[src/mtios_pkg.sv]
// package for the motion task i/o selector: field layouts, defaults, timing
// assumes a single core clock of 25 MHz and a classic wishbone register bus
package mtios_pkg;

	// clock and timing
	localparam int CLK_HZ = 25000000;
	localparam int STATUS_MAX_MS = 10;
	localparam int STATUS_MAX_CYC = (CLK_HZ / 1000) * STATUS_MAX_MS;
	localparam int DEBOUNCE_US = 1000;
	localparam int DEBOUNCE_CYC = (CLK_HZ / 1000000) * DEBOUNCE_US;

	// register word offsets (byte addresses)
	localparam logic [7:0] REG_CTRL = 8'h00;
	localparam logic [7:0] REG_STATUS = 8'h04;
	localparam logic [7:0] REG_TASK = 8'h08;
	localparam logic [7:0] REG_IN_MAP = 8'h0C;
	localparam logic [7:0] REG_OUT_MAP = 8'h10;
	localparam logic [7:0] REG_POS = 8'h14;

	// control bit positions
	localparam int CTRL_BASE_HOME = 0;
	localparam int CTRL_BASE_NEXT = 1;
	localparam int CTRL_STEP_MODE = 2;
	localparam int CTRL_OUT0_SEL = 4;
	localparam logic [7:0] CTRL_RESET = 8'h00;

	// default pin map: identity, 14 inputs / 3 outputs
	localparam int N_IN = 14;
	localparam int N_OUT = 3;
	localparam logic [55:0] IN_MAP_RESET = 56'hDCBA9876543210;
	localparam logic [5:0] OUT_MAP_RESET = 6'h24;

	// input function indices in the mapped vector
	localparam int IN_SEL0 = 0;
	localparam int IN_HOME = 8;
	localparam int IN_CLR = 9;
	localparam int IN_NEXT = 10;
	localparam int IN_JOG = 11;
	localparam int IN_RESUME = 12;
	localparam int IN_GO = 13;

	// next-in-position signalling forms
	typedef enum logic [1:0] {
		MTIOS_STEP_TOGGLE = 2'h0,
		MTIOS_STEP_PULSE = 2'h1,
		MTIOS_STEP_LEVEL = 2'h2
	} mtios_step_mode_t;

	// motion requests toward the motion core: one-cycle pulses, plus block number and home switch levels
	typedef struct packed {
		logic go;
		logic resume;
		logic next_go;
		logic jog_start;
		logic jog_stop;
		logic home_sw;
		logic warn_clear;
		logic [7:0] block;
	} mtios_req_t;

	// motion core status back to the selector
	typedef struct packed {
		logic in_window;
		logic task_started;
		logic seq_first;
		logic seq_active;
		logic window0;
	} mtios_stat_t;

endpackage : mtios_pkg

[src/mtios_debounce.sv]
// debouncer bank: two-stage sync then a stability counter per input
// assumes inputs asynchronous-safe after the sync, one core clock
`timescale 1ns/10ps
`default_nettype none
module mtios_debounce #(
	parameter int WIDTH = 14,
	parameter int COUNT = 25000
) (
	input wire logic core_clk,
	input wire logic rst,
	input wire logic [WIDTH-1:0] raw,
	output logic [WIDTH-1:0] clean
);
	localparam int CW = $clog2(COUNT + 1);

	typedef struct packed {
		logic [WIDTH-1:0] s1;
		logic [WIDTH-1:0] s2;
		logic [WIDTH-1:0] out;
		logic [WIDTH-1:0][CW-1:0] cnt;
	} mtios_db_t;

	mtios_db_t st;
	mtios_db_t next_st;

	initial begin
		if (COUNT < 1) $error("debounce count must be at least one");
	end

	// sync first, then require a steady level for COUNT cycles
	always_comb begin
		next_st = st;
		next_st.s1 = raw;
		next_st.s2 = st.s1;
		for (int i = 0; i < WIDTH; i++) begin
			if (st.s2[i] == st.out[i]) begin
				next_st.cnt[i] = '0;
			end else if (st.cnt[i] == CW'(COUNT - 1)) begin
				next_st.cnt[i] = '0;
				next_st.out[i] = st.s2[i];
			end else begin
				next_st.cnt[i] = st.cnt[i] + CW'(1);
			end
		end
	end

	always_ff @(posedge core_clk) begin
		if (rst) begin
			st <= '0;
		end else begin
			st <= next_st;
		end
	end

	assign clean = st.out;
endmodule : mtios_debounce
`default_nettype wire

[src/mtios_selector.sv]
// motion task i/o selector: pins to motion requests, status to pins
// assumes a motion core that consumes one-cycle requests and reports status
`timescale 1ns/10ps
`default_nettype none
module mtios_selector #(
	parameter int DEBOUNCE_CYC = mtios_pkg::DEBOUNCE_CYC
) (
	input wire logic core_clk,
	input wire logic rst,
	input wire logic [13:0] card_in,
	input wire logic base_home_in,
	input wire logic base_next_in,
	input wire logic [31:0] wb_adr_i,
	input wire logic [31:0] wb_dat_i,
	input wire logic [3:0] wb_sel_i,
	input wire logic wb_we_i,
	input wire logic wb_cyc_i,
	input wire logic wb_stb_i,
	output logic [31:0] wb_dat_o,
	output logic wb_ack_o,
	input wire mtios_pkg::mtios_stat_t core_stat,
	output mtios_pkg::mtios_req_t core_req,
	output logic [2:0] card_out
);
	typedef struct packed {
		logic [31:0] dat;
		logic ack;
		logic [7:0] ctrl;
		logic [55:0] in_map;
		logic [5:0] out_map;
		logic [13:0] prev;
		logic base_next_prev;
		logic next_pending;
		logic lag_warn;
		logic watch_warn;
		logic step;
		mtios_pkg::mtios_req_t req;
		logic [2:0] pins;
	} mtios_sel_t;

	mtios_sel_t st;
	mtios_sel_t next_st;
	logic [13:0] clean;
	logic [13:0] fn;
	logic [1:0] base_s1;
	logic [1:0] base_s2;
	logic [2:0] out_fn;

	initial begin
		if (DEBOUNCE_CYC < 1) $error("debounce count must be at least one");
		if (mtios_pkg::STATUS_MAX_CYC < 2) $error("status bound too small");
	end

	// pick one bit out of a vector by a 4-bit index
	function automatic logic pick14(input logic [13:0] v, input logic [3:0] i);
		pick14 = (i < 4'hE) ? v[i] : 1'b0;
	endfunction : pick14

	// byte-lane merge for a wishbone write
	function automatic logic [31:0] lane_merge(input logic [31:0] old,
			input logic [31:0] wd, input logic [3:0] sel);
		lane_merge = old;
		for (int b = 0; b < 4; b++) begin
			if (sel[b]) lane_merge[b*8 +: 8] = wd[b*8 +: 8];
		end
	endfunction : lane_merge

	// card pins debounced before any edge logic
	mtios_debounce #(
		.WIDTH(14),
		.COUNT(DEBOUNCE_CYC)
	) u_db (
		.core_clk(core_clk),
		.rst(rst),
		.raw(card_in),
		.clean(clean)
	);

	// base-unit inputs: two-stage sync, second stage only is read
	always_ff @(posedge core_clk) begin
		if (rst) begin
			base_s1 <= 2'h0;
			base_s2 <= 2'h0;
		end else begin
			base_s1 <= {base_next_in, base_home_in};
			base_s2 <= base_s1;
		end
	end

	// map physical pins onto functions through the input map
	always_comb begin
		for (int f = 0; f < 14; f++) begin
			fn[f] = pick14(clean, st.in_map[f*4 +: 4]);
		end
	end

	// output functions: 0 in-pos, 1 step flag, 2 window output zero, or lag warning when CTRL_OUT0_SEL is set
	always_comb begin
		out_fn[0] = core_stat.in_window;
		out_fn[1] = st.step;
		out_fn[2] = st.ctrl[mtios_pkg::CTRL_OUT0_SEL] ? st.lag_warn
			: core_stat.window0;
	end

	// main next-state logic: bus, edge detection, requests, outputs
	always_comb begin
		logic [13:0] rise;
		logic [13:0] fall;
		logic base_next_rise;
		logic [31:0] wv;
		logic wr;
		mtios_pkg::mtios_step_mode_t mode;
		rise = '0;
		fall = '0;
		base_next_rise = 1'b0;
		wv = '0;
		wr = 1'b0;
		mode = mtios_pkg::MTIOS_STEP_TOGGLE;
		next_st = st;
		next_st.req = '0;
		rise = fn & ~st.prev;
		fall = ~fn & st.prev;
		next_st.prev = fn;
		base_next_rise = base_s2[1] & ~st.base_next_prev;
		next_st.base_next_prev = base_s2[1];
		mode = mtios_pkg::mtios_step_mode_t'(
			st.ctrl[mtios_pkg::CTRL_STEP_MODE +: 2]);

		// block number, first select input as lsb
		next_st.req.block = fn[mtios_pkg::IN_SEL0 +: 8];
		next_st.req.go = rise[mtios_pkg::IN_GO];
		next_st.req.resume = rise[mtios_pkg::IN_RESUME];
		next_st.req.jog_start = rise[mtios_pkg::IN_JOG];
		next_st.req.jog_stop = fall[mtios_pkg::IN_JOG];
		// home source: base unit when CTRL_BASE_HOME is set, card pin otherwise
		next_st.req.home_sw = st.ctrl[mtios_pkg::CTRL_BASE_HOME]
			? base_s2[0] : fn[mtios_pkg::IN_HOME];

		// next-task request waits for target position
		if (rise[mtios_pkg::IN_NEXT]
				|| (st.ctrl[mtios_pkg::CTRL_BASE_NEXT] && base_next_rise)) begin
			next_st.next_pending = 1'b1;
		end
		if (next_st.next_pending && core_stat.in_window) begin
			next_st.req.next_go = 1'b1;
			next_st.next_pending = 1'b0;
		end

		// warnings set by software status writes, error clear wipes both
		if (fn[mtios_pkg::IN_CLR]) begin
			next_st.lag_warn = 1'b0;
			next_st.watch_warn = 1'b0;
		end
		next_st.req.warn_clear = rise[mtios_pkg::IN_CLR];

		// next-in-position signalling
		unique case (mode)
			mtios_pkg::MTIOS_STEP_TOGGLE: begin
				if (core_stat.task_started && core_stat.seq_active) begin
					next_st.step = core_stat.seq_first ? 1'b0 : ~st.step;
				end
			end
			mtios_pkg::MTIOS_STEP_PULSE: begin
				next_st.step = core_stat.task_started && core_stat.seq_active;
			end
			mtios_pkg::MTIOS_STEP_LEVEL: begin
				next_st.step = core_stat.seq_active;
			end
			default: begin
				next_st.step = 1'b0;
			end
		endcase

		// output pins through the output map, refreshed every cycle
		for (int p = 0; p < 3; p++) begin
			next_st.pins[p] = (st.out_map[p*2 +: 2] < 2'h3)
				? out_fn[st.out_map[p*2 +: 2]] : 1'b0;
		end

		// wishbone classic slave, one wait state, ack dropped after one cycle
		next_st.ack = 1'b0;
		wr = wb_cyc_i && wb_stb_i && !st.ack;
		if (wr) begin
			next_st.ack = 1'b1;
			next_st.dat = '0;
			unique case (wb_adr_i[7:0])
				mtios_pkg::REG_CTRL: begin
					next_st.dat = {24'h000000, st.ctrl};
					if (wb_we_i) begin
						wv = lane_merge({24'h000000, st.ctrl}, wb_dat_i, wb_sel_i);
						next_st.ctrl = wv[7:0];
					end
				end
				mtios_pkg::REG_STATUS: begin
					next_st.dat = {26'h0000000, st.watch_warn, st.lag_warn,
						st.next_pending, st.step, st.pins[0], core_stat.in_window};
					if (wb_we_i) begin
						// software may raise warnings for the core side
						if (wb_sel_i[0] && wb_dat_i[4]) next_st.lag_warn = 1'b1;
						if (wb_sel_i[0] && wb_dat_i[5]) next_st.watch_warn = 1'b1;
					end
				end
				mtios_pkg::REG_TASK: begin
					next_st.dat = {18'h00000, fn};
				end
				mtios_pkg::REG_IN_MAP: begin
					next_st.dat = st.in_map[31:0];
					if (wb_we_i) begin
						next_st.in_map[31:0] = lane_merge(st.in_map[31:0],
							wb_dat_i, wb_sel_i);
					end
				end
				mtios_pkg::REG_OUT_MAP: begin
					// upper input map bytes above the output map field
					next_st.dat = {st.in_map[55:32], 2'h0, st.out_map};
					if (wb_we_i) begin
						if (wb_sel_i[0]) next_st.out_map = wb_dat_i[5:0];
						if (wb_sel_i[1]) next_st.in_map[39:32] = wb_dat_i[15:8];
						if (wb_sel_i[2]) next_st.in_map[47:40] = wb_dat_i[23:16];
						if (wb_sel_i[3]) next_st.in_map[55:48] = wb_dat_i[31:24];
					end
				end
				default: begin
					next_st.dat = '0;
				end
			endcase
		end
	end

	always_ff @(posedge core_clk) begin
		if (rst) begin
			st <= '0;
			st.ctrl <= mtios_pkg::CTRL_RESET;
			st.in_map <= mtios_pkg::IN_MAP_RESET;
			st.out_map <= mtios_pkg::OUT_MAP_RESET;
		end else begin
			st <= next_st;
		end
	end

	assign wb_dat_o = st.dat;
	assign wb_ack_o = st.ack;
	assign core_req = st.req;
	assign card_out = st.pins;
endmodule : mtios_selector
`default_nettype wire

[config.mk]
export PLATFORM = sky130hd
export DESIGN_NAME = mtios_selector
export DESIGN_NICKNAME = d
export VERILOG_FILES = /design/src/mtios_pkg.sv /design/src/mtios_debounce.sv /design/src/mtios_selector.sv
export SDC_FILE = /design/constraint.sdc
export NUM_CORES = 1
export LEC_CHECK = 0
export BUFFER_PORTS_ARGS = -buffer_cell sky130_fd_sc_hd__buf_4
export CORE_AREA = 2 2 193 213
export CTS_CLUSTER_SIZE = 12
export DETAILED_ROUTE_END_ITERATION = 10
export DIE_AREA = 0 0 195 215
export GPL_ROUTABILITY_DRIVEN = 0
export PLACE_DENSITY = 0.71
export SLEW_MARGIN = 20
export SYNTH_ARGS = -nofsm -noshare
export SYNTH_HDL_FRONTEND = slang
export SYNTH_SLANG_ARGS = --single-unit
export TNS_END_PERCENT = 5
[constraint.sdc]
create_clock -name core_clk -period 4.7 [get_ports core_clk]
set_input_delay 0.94 -clock core_clk [delete_from_list [all_inputs] [get_ports core_clk]]
set_output_delay 0.94 -clock core_clk [all_outputs]
set_load 0.1 [all_outputs]
==> results_dict.tcl <==
set metrics [dict create \
    status "finished, final reports clean" \
    synth_compound_area_share_pct 9.269 \
    clkPwrFrac_pct 45.7 \
    crit_type "in -> reg" \
    multi_input_area_um2 9341 \
    cts_buffer_depth 3 \
    ys_ff_latch 387 \
    syn_nets 2115 \
    overflow 0 \
    path_buf_inv 1 \
    synth_top_cell_by_area "dfxtp_1" \
    fp-row-count 77 \
    muxShareOfSynthArea_pct 7.429 \
    fp.dieArea_um2 41930 \
    finalHoldViolations 0 \
    antenna_found_initial 0 \
    p_int_uw 5075 \
    end_kind "register" \
    grt_usage_pct 20.54 \
    drtAntennaViolNets 0 \
    drv_cap 0 \
    nets 2134 \
    synthCells 2007 \
    synth_top_family_by_area "simple AND/OR/NAND/NOR gates" \
    ios 145 \
    num_antenna_cells 0 \
    report.final.setup_viol 0 \
    crit_chain "buf_4, and3b_1, nand3_1, nor2_1, o211ai_1" \
    relSlewSlack_pct 36.05 \
    grt_max_degree 69 \
    grt_pass1_vias 13930 \
    crit_arrival_ns 3.16 \
    finalCriticalPeriod_ns 2.788 \
    synth_simple_gate_area_share_pct 25.11 \
    r2r_setup_slack_ns 2.44 \
    via_count 14640 \
    clkLatencyLatePin_ns 0.54 \
    cp_max_fo 22 \
    stdcell_count 2558 \
    p_sw_uw 1382 \
    crit_slowest_cell "nand3_1" \
    ir_drop_uv 331.5 \
    required_ns 5.08 \
    wire_per_inst_um 17.02 \
    cts_sinks 387 \
    hold_buffers 0 \
    post_cts_resized 0 \
    rsz0062_at_grt "false" \
    chipWidth_um 195 \
    die_h_um 215 \
    drt_iter0_markers 1258 \
    synth_xor_area_share_pct 8.812 \
    first_pass_iters 5 \
    max_stage_delay_ns 0.82 \
    tns_ns 0 \
    worst_pin_slew_ns 0.9566 \
    final_core_utilization_pct 50.45 \
    total_power_uw 6457 \
    clk_pin_slew_ns 0.06 \
    synth-edff-count 0 \
    fin_crit_sh_pct 59.32 \
    port_buffers 120 \
    ys_warn_count 0 \
    synth_area_leaders "dfxtp_1 43%, xnor2_1 5.9%, nand3_1 5.6%, mux4_2 5.2%, nor2_1 5.2%" \
    cts_tree "done" \
    cts_root_buffer "clkbuf_16" \
    ys_seq_area_share_pct 42.83 \
    coreArea_um2 39890 \
    avgSynthCellArea_um2 9.013 \
    finClkSkew_ns 0.01687 \
    power_frac_seq_pct 51.3 \
    cts_setup_buffers 0 \
    p_leak_uw 0.006705 \
    nFillCells 3725 \
    grt_pass1_wl_um 71280 \
    drive_gt1_share_pct 13.20 \
    synth-async-reset-ratio_pct 0 \
    vias_per_cell 5.723 \
    netlist_area_um2 18090 \
    comb_power_share_pct 3.0 \
    start_kind "input pin" \
    drt_wl_total_um 43540 \
    syn_to_final_growth_pct 11.24 \
    maxSlewViolCount 0 \
    p_per_area_nw_per_um2 320.9 \
    register_area_um2 7747 \
    drcViolationCount 0 \
    critPathTopFamily "simple AND/OR/NAND/NOR gates" \
    start_util_pct 45.35 \
    cts_buffers 41 \
    sw_frac_of_total_pct 21.41 \
    synth_cell_types 58 \
    synth_top_area_share_pct 42.83 \
    hold_path_class "reg -> reg" \
    yosys.area_share.adder_pct 0.9684 \
    max_freq_ghz 0.3587 \
    htreeDepth 2 \
    dpl.hpwl_um 29880 \
    synth-main-ff-cell "dfxtp_1" \
    placed_cells 2496 \
]
==> synthesized netlist by cell type, types with 7 or more instances <==
library cell	count
a21boi_0	8
a21oi_1	86
a221o_1	12
a221oi_1	8
a22oi_1	23
a311oi_1	7
and3_1	43
and4_1	11
buf_2	12
buf_4	50
clkbuf_1	89
dfxtp_1	387
ha_1	14
inv_1	52
mux2_2	14
mux2i_1	24
mux4_2	42
nand2_1	70
nand2b_1	15
nand3_1	204
nand4_1	42
nand4b_1	7
nor2_1	249
nor2b_1	48
nor3_1	45
nor4_1	39
nor4bb_1	14
o211ai_1	8
o21ai_0	81
o22a_1	12
or2_2	16
or3_1	21
xnor2_1	122
xor2_1	60
==> cells in the final DEF (no fill, tap or decap), types with 39 or more instances in the layout <==
cell,instances
a21oi_1,86
and3_1,43
buf_4,133
clkbuf_16,41
dfxtp_1,387
inv_1,52
mux4_2,42
nand2_1,70
nand3_1,204
nand4_1,42
nor2_1,249
nor2b_1,48
nor3_1,43
nor4_1,39
o21ai_0,81
xnor2_1,122
xor2_1,60
==> power groups by stage <==
stage | clock [uW] | combinational, uW | sequential [uW]
after global routing | 3150 | 209 | 3310
after detailed placement | 0 | 191 | 3380
final | 2950 | 194 | 3310
after global placement | 0 | 189 | 3380
after CTS | 3010 | 192 | 3310
after floorplan | 0 | 104 | 3380
==> metal layers <==
metal / vias to the layer above / routed length [um] / GRT usage [%] / share of wire (%)
li1: 7107 / - / - / -
met1: 6964 / 18700 / 26.74 / 43
met2: 459 / 20290 / 33.71 / 47
met3: 110 / 2966 / 3.892 / 6.8
met4: 0 / 1580 / 8.041 / 3.6
met5: - / 0 / 0 / 0
==> through the flow <==
step                      setup WS, ns  hold slack, ns  instance area, um^2
after floorplan                  2.024          0.3749                18090
after global placement           1.436          0.3824                18920
after detailed placement         1.407          0.3893                18920
after CTS                        1.967          0.3973                20120
after global routing             1.774          0.4052                20120
final                            1.912          0.3923                20120
==> cells by family after synthesis <==
logic type | Yosys count
fa+ha+maj | 14
flops | 387
mux | 80
buf+inv | 209
xor+xnor | 182
simple gates | 867
compound gates | 268
==> cell type report <==
class                           instances  share of cell area [%]
Tap cell                              513                   3.190
Multi-Input combinational cell       1411                   46.42
Inverter                               52                  0.9700
Timing Repair Buffer                  133                   4.962
Sequential cell                       387                   38.50
Clock inverter                          6                  0.1741
Clock buffer                           56                   5.777
==> registers in the layout (all words and copies together) (netlist names) <==
signal and flops:
wb_dat_o 32, out_fn 1, wb_ack_o 1, u_db.next_st 14, base_s2 2, card_out 3
base_s1 2, core_req 7, u_db.st 224, u_db.clean 14, st 87
==> path summary, 6_finish.rpt <==
path,from,to,depth (start not counted)
worst min register to register,st[32]$_SDFF_PP0_,core_req[8]$_SDFF_PP0_,1
worst min-delay path,st[32]$_SDFF_PP0_,core_req[8]$_SDFF_PP0_,1
worst max register to register,u_db.clean[2]$_SDFFE_PP0P_,core_req[14]$_SDFF_PP0_,4
worst max-delay path,wb_adr_i[4],st[69]$_SDFFE_PP1P_,5
Power figures use the tool's default switching activity.
